--- src/rtl/table_insert_pkg.sv ---
// constants shared by the table insertion engine and its stream path
package table_insert_pkg;

  // stream and stored packet geometry
  localparam int unsigned PKT_LEN    = 188;
  localparam int unsigned SLOT_LEN   = 204;
  localparam int unsigned IDX_COUNT  = 188;   // 189th byte: copies to send
  localparam int unsigned IDX_TIMING = 189;   // 190th byte: wait in 2 ms steps
  localparam int unsigned IDX_CLASS  = 190;   // 191st byte: packet class
  localparam int unsigned IDX_CC     = 3;     // header byte holding the cc
  localparam int unsigned IDX_PID_HI = 1;
  localparam int unsigned IDX_PID_LO = 2;
  localparam int unsigned CLASS_USER_BIT = 0;

  localparam logic [7:0]  TIMING_WRAP = 8'hff;
  localparam logic [7:0]  SYNC_BYTE   = 8'h47;
  localparam logic [12:0] NULL_PID    = 13'h1fff;
  localparam logic [12:0] PID_NIT     = 13'h0010;
  localparam logic [12:0] PID_SDT     = 13'h0011;

  // insertion cycle ratios
  localparam int unsigned SDT_EVERY = 8;
  localparam int unsigned NIT_EVERY = 32;

  // timing
  localparam int unsigned CLK_HZ       = 40_000_000;
  localparam int unsigned MS_PER_S     = 1000;
  localparam int unsigned MS_CYCLES    = CLK_HZ / MS_PER_S;
  localparam int unsigned WAIT_STEP_MS = 2;
  localparam int unsigned PAT_MIN_MS   = 40;
  localparam int unsigned PAT_MAX_MS   = 508;
  localparam int unsigned LED_MS       = 1000;  // overflow lamp: one second

  // fifo in the stream path
  localparam int unsigned FIFO_DEPTH = 8;
  localparam int unsigned FIFO_WIDTH = 9;       // sop flag and byte

  // engine states, gray along probe, header, wait, load, send
  typedef enum logic [2:0] {
    S_PROBE = 3'b000,
    S_HDR   = 3'b001,
    S_WAIT  = 3'b011,
    S_LOAD  = 3'b010,
    S_SEND  = 3'b110,
    S_PACE  = 3'b111,
    S_OFF   = 3'b101
  } engine_state_e;

endpackage : table_insert_pkg

--- src/rtl/table_insertion_engine.sv ---
// table insertion engine with its stream fifo

// byte fifo with registered full and empty flags
module stream_fifo #(
  parameter int unsigned WIDTH = 9,
  parameter int unsigned DEPTH = 8
) (
  input  wire logic             sys_clk,
  input  wire logic             arst_n,
  input  wire logic [WIDTH-1:0] wr_data,
  input  wire logic             wr_valid,
  output logic                  wr_ready,
  output logic [WIDTH-1:0]      rd_data,
  output logic                  rd_valid,
  input  wire logic             rd_ready
);
  localparam int unsigned AW = (DEPTH > 1) ? $clog2(DEPTH) : 1;
  localparam logic [AW:0] FULL_CNT = (AW + 1)'(DEPTH);
  localparam logic [AW-1:0] LAST_PTR = AW'(DEPTH - 1);

  logic [WIDTH-1:0] mem [DEPTH];
  logic [AW-1:0]    wptr;
  logic [AW-1:0]    rptr;
  logic [AW:0]      count;
  logic [AW:0]      next_count;
  logic             push;
  logic             pop;

  assign push    = wr_valid && wr_ready;
  assign pop     = rd_valid && rd_ready;
  assign rd_data = mem[rptr];

  always_comb begin
    next_count = count;
    if (push && !pop) begin
      next_count = count + 1'b1;
    end else if (pop && !push) begin
      next_count = count - 1'b1;
    end
  end

  // storage has no reset; only the pointers matter
  always_ff @(posedge sys_clk) begin
    if (push) begin
      mem[wptr] <= wr_data;
    end
  end

  // pointers wrap at depth, which need not be a power of two
  always_ff @(posedge sys_clk or negedge arst_n) begin
    if (!arst_n) begin
      wptr <= '0;
      rptr <= '0;
    end else begin
      if (push) begin
        wptr <= (wptr == LAST_PTR) ? '0 : wptr + 1'b1;
      end
      if (pop) begin
        rptr <= (rptr == LAST_PTR) ? '0 : rptr + 1'b1;
      end
    end
  end

  // flags registered so the block's ready pin comes from a flop
  always_ff @(posedge sys_clk or negedge arst_n) begin
    if (!arst_n) begin
      count    <= '0;
      wr_ready <= 1'b0;
      rd_valid <= 1'b0;
    end else begin
      count    <= next_count;
      wr_ready <= (next_count != FULL_CNT);
      rd_valid <= (next_count != '0);
    end
  end
endmodule : stream_fifo

module table_insertion_engine
  import table_insert_pkg::*;
#(
  parameter int unsigned ADDR_W     = 16,
  parameter int unsigned MS_CNT     = MS_CYCLES,
  parameter int unsigned CC_ENTRIES = 8
) (
  input  wire logic              sys_clk,
  input  wire logic              arst_n,
  input  wire logic [7:0]        in_data,
  input  wire logic              in_sop,
  input  wire logic              in_valid,
  output logic                   in_ready,
  output logic [7:0]             out_data,
  output logic                   out_sop,
  output logic                   out_valid,
  input  wire logic              out_ready,
  output logic [ADDR_W-1:0]      flash_addr,
  output logic                   flash_rd,
  input  wire logic [7:0]        flash_rdata,
  input  wire logic              flash_rvalid,
  output logic                   overflow_led
);
  localparam int unsigned CW = (CC_ENTRIES > 1) ? $clog2(CC_ENTRIES) : 1;
  localparam logic [7:0] LAST_POS = 8'(PKT_LEN - 1);
  localparam logic [7:0] POS_PID  = 8'(IDX_PID_LO);

  // stream path signals
  logic [FIFO_WIDTH-1:0] fifo_data;
  logic                  fifo_valid;
  logic                  adv;
  logic [7:0]            d_byte [3];
  logic [2:0]            d_sop;
  logic [2:0]            d_v;
  logic [7:0]            in_pos;
  logic                  subst;
  logic [7:0]            sub_pos;
  logic                  sub_done;
  logic [7:0]            sub_byte;
  logic                  null_hit;

  // engine signals
  engine_state_e         state;
  logic [7:0]            pkt_buf [PKT_LEN];
  logic [ADDR_W-1:0]     slot_base;
  logic [7:0]            rd_off;
  logic                  rd_busy;
  logic [1:0]            hdr_idx;
  logic [7:0]            copies;
  logic [7:0]            timing;
  logic [7:0]            cls;
  logic [8:0]            wait_ms;
  logic [8:0]            ms_done;
  logic [8:0]            cycle_ms;
  logic [4:0]            cycle_no;
  logic                  armed;
  logic [12:0]           cur_pid;
  logic [3:0]            send_cc;
  logic                  user_pkt;
  logic                  eligible;

  // timers and cc table
  logic [$clog2(MS_CNT+1)-1:0] ms_cnt;
  logic                  ms_tick;
  logic [9:0]            led_ms;
  logic [12:0]           tag_pid [CC_ENTRIES];
  logic [3:0]            tag_cc  [CC_ENTRIES];
  logic [CC_ENTRIES-1:0] tag_v;
  logic                  cc_hit;
  logic [CW-1:0]         cc_idx;
  logic [CW-1:0]         alloc_ptr;

  // eight-word buffer; its ready is the block's ready to the source
  stream_fifo #(
    .WIDTH (FIFO_WIDTH),
    .DEPTH (FIFO_DEPTH)
  ) u_fifo (
    .sys_clk  (sys_clk),
    .arst_n   (arst_n),
    .wr_data  ({in_sop, in_data}),
    .wr_valid (in_valid),
    .wr_ready (in_ready),
    .rd_data  (fifo_data),
    .rd_valid (fifo_valid),
    .rd_ready (adv)
  );

  // the stream only moves when the multiplexer can take a byte
  assign adv = fifo_valid && (out_ready || !out_valid);
  assign null_hit = (in_pos == POS_PID - 8'h01) &&
                    ({d_byte[0][4:0], fifo_data[7:0]} == NULL_PID);

  // inserted bytes: fresh sync, cc patched unless user packet
  always_comb begin
    sub_byte = pkt_buf[sub_pos];
    if (sub_pos == 8'h00) begin
      sub_byte = SYNC_BYTE;
    end else if (sub_pos == 8'(IDX_CC) && !user_pkt) begin
      sub_byte = {pkt_buf[IDX_CC][7:4], send_cc};
    end
  end

  // three-byte delay so the pid is known before byte zero leaves
  always_ff @(posedge sys_clk or negedge arst_n) begin
    if (!arst_n) begin
      d_byte    <= '{default: 8'h00};
      d_sop     <= 3'b000;
      d_v       <= 3'b000;
      in_pos    <= 8'h00;
      out_data  <= 8'h00;
      out_sop   <= 1'b0;
      out_valid <= 1'b0;
    end else if (adv) begin
      d_byte[0] <= fifo_data[7:0];
      d_byte[1] <= d_byte[0];
      d_byte[2] <= d_byte[1];
      d_sop     <= {d_sop[1:0], fifo_data[8]};
      d_v       <= {d_v[1:0], 1'b1};
      in_pos    <= fifo_data[8] ? 8'h00 : in_pos + 8'h01;
      out_data  <= subst ? sub_byte : d_byte[2];
      out_sop   <= d_sop[2];
      out_valid <= d_v[2];
    end else if (out_ready) begin
      out_valid <= 1'b0;
    end
  end

  // claim a null packet only while a stored packet is armed
  always_ff @(posedge sys_clk or negedge arst_n) begin
    if (!arst_n) begin
      subst    <= 1'b0;
      sub_pos  <= 8'h00;
      sub_done <= 1'b0;
    end else begin
      sub_done <= 1'b0;
      if (adv) begin
        if (subst) begin
          sub_pos <= sub_pos + 8'h01;
          if (sub_pos == LAST_POS) begin
            subst    <= 1'b0;
            sub_done <= 1'b1;
          end
        end else if (null_hit && fifo_data[8] == 1'b0 && armed &&
                     !sub_done) begin
          subst   <= 1'b1;
          sub_pos <= 8'h00;
        end
      end
    end
  end

  // free-running millisecond tick from the stream clock
  always_ff @(posedge sys_clk or negedge arst_n) begin
    if (!arst_n) begin
      ms_cnt  <= '0;
      ms_tick <= 1'b0;
    end else begin
      ms_tick <= (ms_cnt == ($bits(ms_cnt))'(MS_CNT - 1));
      ms_cnt  <= (ms_cnt == ($bits(ms_cnt))'(MS_CNT - 1)) ? '0
                                                         : ms_cnt + 1'b1;
    end
  end

  // a byte refused at the input restarts the one second lamp
  always_ff @(posedge sys_clk or negedge arst_n) begin
    if (!arst_n) begin
      led_ms       <= 10'h000;
      overflow_led <= 1'b0;
    end else begin
      if (in_valid && !in_ready) begin
        led_ms <= 10'(LED_MS);
      end else if (ms_tick && led_ms != 10'h000) begin
        led_ms <= led_ms - 10'h001;
      end
      overflow_led <= (led_ms != 10'h000);
    end
  end

  // cc lookup by pid; first match wins
  always_comb begin
    cc_hit = 1'b0;
    cc_idx = '0;
    for (int i = CC_ENTRIES - 1; i >= 0; i--) begin
      if (tag_v[i] && tag_pid[i] == cur_pid) begin
        cc_hit = 1'b1;
        cc_idx = CW'(i);
      end
    end
  end

  // running cc advances once per sent non-user packet of that pid
  always_ff @(posedge sys_clk or negedge arst_n) begin
    if (!arst_n) begin
      tag_v     <= '0;
      tag_pid   <= '{default: 13'h0000};
      tag_cc    <= '{default: 4'h0};
      alloc_ptr <= '0;
    end else if (sub_done && !user_pkt) begin
      if (cc_hit) begin
        tag_cc[cc_idx] <= tag_cc[cc_idx] + 4'h1;
      end else begin
        tag_v[alloc_ptr]   <= 1'b1;
        tag_pid[alloc_ptr] <= cur_pid;
        tag_cc[alloc_ptr]  <= 4'h1;
        alloc_ptr          <= alloc_ptr + 1'b1;
      end
    end
  end

  // class gating: sdt every 8th, nit and user every 32nd cycle
  always_comb begin
    eligible = (copies != 8'h00);
    if (cls[CLASS_USER_BIT]) begin
      eligible = eligible && (cycle_no == 5'(0));
    end else if (cur_pid == PID_NIT) begin
      eligible = eligible && (cycle_no == 5'(0));
    end else if (cur_pid == PID_SDT) begin
      eligible = eligible &&
                 (cycle_no[2:0] == 3'(SDT_EVERY % SDT_EVERY));
    end
  end

  // flash reads: one outstanding; address latched with the pulse so it
  // stays put until the answer even if the slot base moves meanwhile
  always_ff @(posedge sys_clk or negedge arst_n) begin
    if (!arst_n) begin
      flash_rd   <= 1'b0;
      flash_addr <= '0;
      rd_busy    <= 1'b0;
    end else begin
      flash_rd <= 1'b0;
      if (flash_rvalid) begin
        rd_busy <= 1'b0;
      end else if (!rd_busy && (state == S_PROBE || state == S_HDR ||
                                state == S_LOAD ||
                                (state == S_WAIT &&
                                 rd_off == 8'(IDX_CLASS)))) begin
        flash_rd   <= 1'b1;
        flash_addr <= slot_base + ADDR_W'(rd_off);
        rd_busy    <= 1'b1;
      end
    end
  end

  // sequencing through the stored slots
  always_ff @(posedge sys_clk or negedge arst_n) begin
    if (!arst_n) begin
      state     <= S_PROBE;
      slot_base <= '0;
      rd_off    <= 8'h00;
      hdr_idx   <= 2'd0;
      copies    <= 8'h00;
      timing    <= 8'h00;
      cls       <= 8'h00;
      wait_ms   <= 9'h000;
      ms_done   <= 9'h000;
      cycle_ms  <= 9'h000;
      cycle_no  <= 5'h00;
      armed     <= 1'b0;
      cur_pid   <= 13'h0000;
      send_cc   <= 4'h0;
      user_pkt  <= 1'b0;
    end else begin
      if (ms_tick && cycle_ms != 9'h1ff) begin
        cycle_ms <= cycle_ms + 9'h001;
      end
      unique case (state)
        S_PROBE: begin
          // an erased first slot lacks the sync byte
          if (flash_rvalid) begin
            if (flash_rdata == SYNC_BYTE) begin
              state   <= S_HDR;
              rd_off  <= 8'(IDX_PID_HI);
              hdr_idx <= 2'd0;
            end else begin
              state <= S_OFF;
            end
          end
        end
        S_HDR: begin
          if (flash_rvalid) begin
            hdr_idx <= hdr_idx + 2'd1;
            unique case (hdr_idx)
              2'd0: begin
                cur_pid[12:8] <= flash_rdata[4:0];
                rd_off        <= 8'(IDX_PID_LO);
              end
              2'd1: begin
                cur_pid[7:0] <= flash_rdata;
                rd_off       <= 8'(IDX_COUNT);
              end
              2'd2: begin
                copies <= flash_rdata;
                rd_off <= 8'(IDX_TIMING);
              end
              2'd3: begin
                timing  <= flash_rdata;
                rd_off  <= 8'(IDX_CLASS);
                hdr_idx <= 2'd3;
                state   <= S_WAIT;
                ms_done <= 9'h000;
                wait_ms <= 9'(flash_rdata) * 9'(WAIT_STEP_MS);
              end
            endcase
          end
        end
        S_WAIT: begin
          // class byte is fetched while the wait runs; offset parks at 0
          if (flash_rvalid) begin
            cls    <= flash_rdata;
            rd_off <= 8'h00;
          end
          if (timing == TIMING_WRAP) begin
            slot_base <= '0;
            state     <= S_PACE;
          end else if (ms_done >= wait_ms && !rd_busy && !flash_rd &&
                       rd_off != 8'(IDX_CLASS)) begin
            if (eligible) begin
              state    <= S_LOAD;
              rd_off   <= 8'h00;
              user_pkt <= cls[CLASS_USER_BIT];
            end else begin
              slot_base <= slot_base + ADDR_W'(SLOT_LEN);
              rd_off    <= 8'(IDX_PID_HI);
              hdr_idx   <= 2'd0;
              state     <= S_HDR;
            end
          end else if (ms_tick) begin
            ms_done <= ms_done + 9'h001;
          end
        end
        S_PACE: begin
          // a cycle never closes before the shortest pat period
          if (cycle_ms >= 9'(PAT_MIN_MS) && !rd_busy && !flash_rd) begin
            cycle_ms <= 9'h000;
            cycle_no <= 5'(cycle_no + 5'h01) & 5'(NIT_EVERY - 1);
            rd_off   <= 8'(IDX_PID_HI);
            hdr_idx  <= 2'd0;
            state    <= S_HDR;
          end
        end
        S_LOAD: begin
          if (flash_rvalid) begin
            pkt_buf[rd_off] <= flash_rdata;
            if (rd_off == LAST_POS) begin
              armed   <= 1'b1;
              send_cc <= cc_hit ? tag_cc[cc_idx] : 4'h0;
              state   <= S_SEND;
            end else begin
              rd_off <= rd_off + 8'h01;
            end
          end
        end
        S_SEND: begin
          // held here until enough null packets pass by
          if (sub_done) begin
            copies  <= copies - 8'h01;
            send_cc <= send_cc + 4'h1;
            if (copies == 8'h01) begin
              armed     <= 1'b0;
              slot_base <= slot_base + ADDR_W'(SLOT_LEN);
              rd_off    <= 8'(IDX_PID_HI);
              hdr_idx   <= 2'd0;
              state     <= S_HDR;
            end
          end
        end
        S_OFF: begin
          armed <= 1'b0;
        end
        default: begin
          state <= S_OFF;
        end
      endcase
    end
  end
endmodule : table_insertion_engine

--- config.mk ---
export PLATFORM = sky130hd
export DESIGN_NAME = table_insertion_engine
export DESIGN_NICKNAME = d
export VERILOG_FILES = /design/src/rtl/table_insert_pkg.sv /design/src/rtl/table_insertion_engine.sv
export SDC_FILE = /design/constraint.sdc
export NUM_CORES = 2
export LEC_CHECK = 0
export ABC_AREA = 1
export BUFFER_PORTS_ARGS = -buffer_cell sky130_fd_sc_hd__buf_2
export CORE_MARGIN = 2
export CORE_UTILIZATION = 46
export CTS_CLUSTER_DIAMETER = 60
export DETAILED_ROUTE_END_ITERATION = 8
export GPL_ROUTABILITY_DRIVEN = 0
export PLACE_DENSITY = 0.72
export SYNTH_ARGS = -nofsm -noshare
export SYNTH_HDL_FRONTEND = slang
export SYNTH_SLANG_ARGS = --single-unit
--- constraint.sdc ---
create_clock -name sys_clk -period 3.9 [get_ports sys_clk]
set_clock_uncertainty 0.05 [all_clocks]
set_input_delay 0.39 -clock sys_clk [delete_from_list [all_inputs] [get_ports sys_clk]]
set_output_delay 0.39 -clock sys_clk [all_outputs]
set_load 0.02 [all_outputs]
# Word level (Yosys, flattened, before mapping)
# Memory sizes are Yosys's and may differ from the RTL's.
# Cells that the tools add are included.
[op_classes]
bitwise = 11
eq_ne = 52
mux = 130
addsub = 19
n_reduce_logical = 83
magnitude_cmp = 8
[ops]
columns = ["op", "n"]
rows = [
  ["8-bit two-way mux", 20],
  ["104-bit bitwise mux", 1],
  ["13-bit == test", 8],
  ["16-bit two-way mux", 6],
  ["9-bit two-way mux", 8],
  ["3-bit two-way mux", 21],
  ["8-bit one-hot mux with 6 select lines", 1],
  ["4-bit two-way mux", 10],
  ["13-bit demux with 3-bit select", 1],
  ["1-bit logical AND", 35],
  ["1-bit two-way mux", 34],
  ["32-bit bitwise mux", 1],
  ["8-bit == test (second input constant)", 4],
  ["32-bit two-way mux", 1],
  ["16-bit one-hot mux with 2 select lines", 1],
  ["8-bit one-hot mux with 4 select lines", 1],
  ["13-bit by 5-bit == test with 1-bit output (second input constant)", 2],
  ["8-bit by 1-bit adder with 8-bit output (second input constant)", 3],
  ["24-bit bitwise AND", 1],
  ["4-bit demux with 3-bit select", 2],
  ["24-bit inverter", 1],
  ["2-bit two-way mux", 11],
  ["2-bit inequality test (second input constant)", 11],
  ["3-bit one-hot mux with 7 select lines", 1],
  ["65 further kinds", 118],
]
[totals]
reg_bits = 351
elab_cells = 362
mem_bits_rw = 1576
n_memories = 2
output_inout_bits = 29
[mem_list]
columns = ["memory", "words", "width", "read_ports", "rd_clocked_by_memory_dff", "write_ports", "line_no", "source"]
rows = [
  ["pkt_buf", 188, 8, 2, 0, 1, "table_insertion_engine.sv:121", "logic [7:0] pkt_buf [PKT_LEN];"],
  ["u_fifo.mem", 8, 9, 1, 0, 1, "table_insertion_engine.sv:21", "logic [WIDTH-1:0] mem [DEPTH];"],
]

# Logic depth before layout (Yosys ltp)
[depth]
ltp_word = 18
mapped_depth = 28

# Modules after synthesis
# From an unflattened synthesis, not the netlist that was laid out.
[unflattened]
hier_cells = 7169
area_unflattened_um2 = 80240.7
[modules_own_cells]
columns = ["module", "area_each_um2", "cells_each", "instances"]
rows = [
  ["table_insertion_engine", 76703.6, 6854, 1],
  ["stream_fifo", 3537.1, 315, 1],
]

# Worst setup path after synthesis
# OpenSTA, ideal clock, no wires.
[synth_timing]
kind = "reg2reg"
start = "register state[1]"
end = "memory pkt_buf[127][0] (enable)"
slack_ns = 1.097
stages_incl_launch_ff = 10
setup_ns = 0.383
n_path_buf = 1
arrival_time_ns = 2.369
period_less_slack_ns = 2.803
cell_sequence = "dfrtp_1 inv_1 nor2_1 inv_1 nor2_1 nand3_1 clkinv_1 clkbuf_1 nand2_1 nor3_1"
[synth_via]
elab_chain_cells = 4
[synth_lines]
columns = ["element", "line_no", "source"]
rows = [
  ["start: declaration", "table_insertion_engine.sv:120", "engine_state_e state;"],
  ["start signal: assignment", "table_insertion_engine.sv:325", "state <= S_PROBE;"],
  ["start signal: assignment", "table_insertion_engine.sv:349", "state <= S_HDR;"],
  ["start signal: assignment", "table_insertion_engine.sv:353", "state <= S_OFF;"],
  ["3-bit by 2-bit == test with 1-bit output", "table_insertion_engine.sv:344", "unique case (state)"],
  ["1-bit two-way mux", "table_insertion_engine.sv:344", ""],
  ["1-bit logical AND (implied by the code)", "table_insertion_engine.sv:421", "pkt_buf[rd_off] <= flash_rdata;"],
  ["1-bit two-way mux (implied by the code)", "table_insertion_engine.sv:421", ""],
  ["end: declaration", "table_insertion_engine.sv:121", ""],
]
# Every way passes these cells.

# Worst setup path in the final report
[layout_timing]
start = "register sub_pos[0]"
end = "register out_data[6]"
[layout_via]
elab_chain_cells = 5
[layout_lines]
columns = ["element", "line_no", "source"]
rows = [
  ["start: declaration", "table_insertion_engine.sv:114", "logic [7:0] sub_pos;"],
  ["start signal: assignment", "table_insertion_engine.sv:215", "sub_pos <= sub_pos + 8'h01;"],
  ["branches (longest 3 deep; another with memory 188 x 8 bit)", "n/a", ""],
  ["8-bit two-way mux (*)", "table_insertion_engine.sv:173", "if (sub_pos == 8'h00) begin"],
  ["8-bit two-way mux (*)", "table_insertion_engine.sv:197", "out_data <= subst ? sub_byte : d_byte[2];"],
  ["end signal: assignment", "table_insertion_engine.sv:197", ""],
  ["end: declaration", "table_insertion_engine.sv:91", "output logic [7:0] out_data,"],
]
# Every way passes the cells marked *.
# A chain may end at the register's enable or synchronous reset.

==> impl_metrics.env <==
export IMPL_drtIter0Drc=7355
export IMPL_cp_max_fo=82
export IMPL_relSlewSlack=0.1849
export IMPL_finalMaxSlewViolations=0
export IMPL_vias=56300
export IMPL_post_route_period_util=0.9400
export IMPL_status="finished with violations"
export IMPL_routed_via_density=5.848
export IMPL_synth_edf_count=1576
export IMPL_gr_total_overflow=0
export IMPL_drive_gt1_frac=0.09149
export IMPL_totalWireLength_mm=218.5
export IMPL_die_h_um=421.5
export IMPL_antenna_found_initial=4
export IMPL_rsz0062_at_grt="false"
export IMPL_netSwitchingFraction=0.2258
export IMPL_finalPower_mw=43.78
export IMPL_p_clk_frac=0.428
export IMPL_clock_sinks=1925
export IMPL_drt_pass1_iter_count=9
export IMPL_critPathKind="reg -> reg"
export IMPL_post_cts_buffers=0
export IMPL_setup_viol=0
export IMPL_ys_seq_area_frac=0.6992
export IMPL_fmax_mhz=272.8
export IMPL_p_comb_frac=0.048
export IMPL_synth_area_per_cell_um2=11.38
export IMPL_syn_cell_area_mm2=0.08018
export IMPL_internal_power_mw=33.89
export IMPL_final_antenna_net_count=0
export IMPL_yosys_register_bits=1925
export IMPL_hold_class="in -> reg"
export IMPL_floorplan_die_area_mm2=0.1777
export IMPL_power_frac_seq=0.524
export IMPL_placedCellCount=9260
export IMPL_cts_tree="done"
export IMPL_cts_max_level=4
export IMPL_io_pin_count=51
export IMPL_power_switching_mw=9.887
export IMPL_num_rows=153
export IMPL_synthToLayoutAreaGrowth_pct=12.88
export IMPL_cts_max_path_buffers=3
export IMPL_synth_ff_type="edfxtp_1"
export IMPL_hold_viol=0
export IMPL_clockRootBuffer="clkbuf_16"
export IMPL_crit_required_ns=4.56
export IMPL_port_buffers=50
export IMPL_fin_cells=9628
export IMPL_cts_buffers=191
export IMPL_syn_inst=7048
export IMPL_grt_pass1_wl_mm=329.0
export IMPL_tns_ns=0
export IMPL_cp_arrival_ns=4.33
export IMPL_start_kind="flip-flop"
export IMPL_fin_util=0.5218
export IMPL_core_area_mm2=0.1734
export IMPL_insertion_delay_ns=0.85
export IMPL_min_period_ns=3.666
export IMPL_ys_types=72
export IMPL_p_per_area_mw_per_mm2=483.8
export IMPL_syn_nets=7119
export IMPL_vdd_drop_max_mv=0.5106
export IMPL_maxCapViolCount=0
export IMPL_p_leak_nw=32.57
export IMPL_clkTransAtPathRegs_ns=0.07
export IMPL_drc=1
export IMPL_wl_per_cell_um=22.69
export IMPL_violations="DRC"
export IMPL_grt_pass1_vias=53690
export IMPL_endpoint_kind="flip-flop"
export IMPL_async_flop_share=0.1813
export IMPL_synth_warnings=0
export IMPL_nNetsFinal=7215
export IMPL_tightest_slew_ns=1.223
export IMPL_start_util=0.4623
export IMPL_die_x_um=421.5
export IMPL_grt_usage=0.2403
export IMPL_dp_hpwl_mm=134.4
export IMPL_whs_ns=0.1121
export IMPL_grt_max_degree=201
## stage by stage
stage          cell area (um2)  worst slack (ns)
6_report                 90500            0.2340
5_1_grt                  90500           0.02776
4_1_cts                  90480            0.3215
3_5_place_dp             83920            0.3398
3_3_place_gp             83920            0.3554
2_1_floorplan            80180             1.097
## layout by cell type (no fill, tap or decap), types with 25 or more instances in the layout
cell type | netlist | layout
a21oi_1 | 109 | 109
a221oi_1 | 31 | 31
buf_12 | 0 | 30
buf_2 | 26 | 41
buf_4 | 9 | 207
clkbuf_1 | 335 | 31
clkbuf_16 | 0 | 198
clkinv_1 | 16 | 51
clkinv_2 | 0 | 30
dfrtp_1 | 349 | 344
edfxtp_1 | 1576 | 1576
ha_1 | 49 | 49
inv_1 | 306 | 306
nand2_1 | 964 | 962
nand3_1 | 143 | 143
nand4_1 | 50 | 50
nor2_1 | 1231 | 1226
nor3_1 | 34 | 33
o211ai_1 | 25 | 25
o21ai_0 | 1072 | 1072
o21ai_1 | 37 | 37
o22ai_1 | 399 | 399
xor2_1 | 43 | 43
## Yosys cell counts, drive strengths merged, types with 3 or more instances
cell type,n,area [um2]
a21oi,113,588.1
edfxtp,1576,47330
o21bai,3,22.52
a41oi,24,210.2
a22o,13,113.9
nand3b,8,63.81
xor2,43,376.6
a21boi,3,26.27
clkinv,16,60.06
o21a,3,22.52
o311ai,4,35.03
o22ai,402,2534
clkbuf,336,1265
nand4,51,334.1
a22oi,10,85.08
o31ai,12,90.09
o22a,3,26.28
a221oi,31,271.5
o211ai,25,187.7
o221ai,9,78.83
o21ai,1111,5568
nor3,34,170.2
nor3b,5,37.54
nand2,978,3736
nand3,151,795.8
inv,325,1257
xnor2,8,70.07
or2,19,118.9
a31oi,4,25.02
dfrtp,349,8733
ha,49,613.1
nor4,12,81.33
nor2,1240,4706
buf,64,430.4
## power groups by stage
stage	Sequential (mW)	Combinational (mW)	Clock [mW]
2_1_floorplan	23.3	1.12	0
3_3_place_gp	23.3	2.05	0
3_5_place_dp	23.3	2.11	0
4_1_cts	22.9	2.13	18.8
5_1_grt	23.0	2.38	19.7
6_report	22.9	2.12	18.7
## layout make-up
type,count,area (um2)
diodes,2,5.005
clock buffers,234,5140
clock inverters,116,1261
fillers,14400,82940
inverters,341,1334
multi-input cells,4382,21160
flip-flops and latches,1925,56070
well taps,2325,2909
repair buffers,303,2625
## routing by layer
| metal | track usage | share of wire |
|---|---|---|
| met1 | 0.3268 | 0.39 |
| met2 | 0.3740 | 0.46 |
| met3 | 0.04800 | 0.10 |
| met4 | 0.1103 | 0.047 |
| met5 | 0 | 0.000060 |
## state kept, by name, indices dropped and copies added, names as in the netlist, 13 cells and up
signal,flops
ms_cnt,16
d_byte,24
tag_cc,32
cur_pid,13
pkt_buf,1504
u_fifo.mem,72
slot_base,14
tag_pid,104
flash_addr,16
## worst paths after layout
path	to	cells past startpoint	startpoint	slack, ns
setup / recovery	out_data[6]	11	sub_pos[0]	0.23
hold / removal	pkt_buf[122][0]	2	flash_rdata[0]	0.11
setup reg to reg	out_data[6]	11	sub_pos[0]	0.23
hold reg to reg	d_v[0]	2	d_v[0]	0.40
max in group asynchronous	tag_cc[15]	4	arst_n	1.70
min in group asynchronous	tag_cc[10]	3	arst_n	0.44
## worst max-delay path: stages, from the launching register on
cell and delay [ns]:
dfrtp_4 0.66, inv_8 0.24, buf_12 0.29, o21ai_0 0.20, o22ai_1 0.09, a22o_1 0.25, o21ai_0 0.34, o221ai_1 0.28
nand2_1 0.23, nand3_1 0.20, a21boi_0 0.46, o21ai_0 0.15
## what timing repair did
action	4_1_cts	5_1_grt
resized for setup	0	5
hold buffers	16	0
endpoints found under the hold margin	291	0
setup endpoints to repair	0	5
## cells by family after synthesis
kind of cell / count (synthesis) / share of synthesized area
simple gates: 2501 / 0.1255
flops: 1925 / 0.6992
compound gates: 1780 / 0.1244
buf+inv: 741 / 0.03758
xor+xnor: 51 / 0.005571
fa+ha+maj: 49 / 0.007647
mux: 1 / 0.0001404
Note: power is estimated with default switching activity, not from simulation.
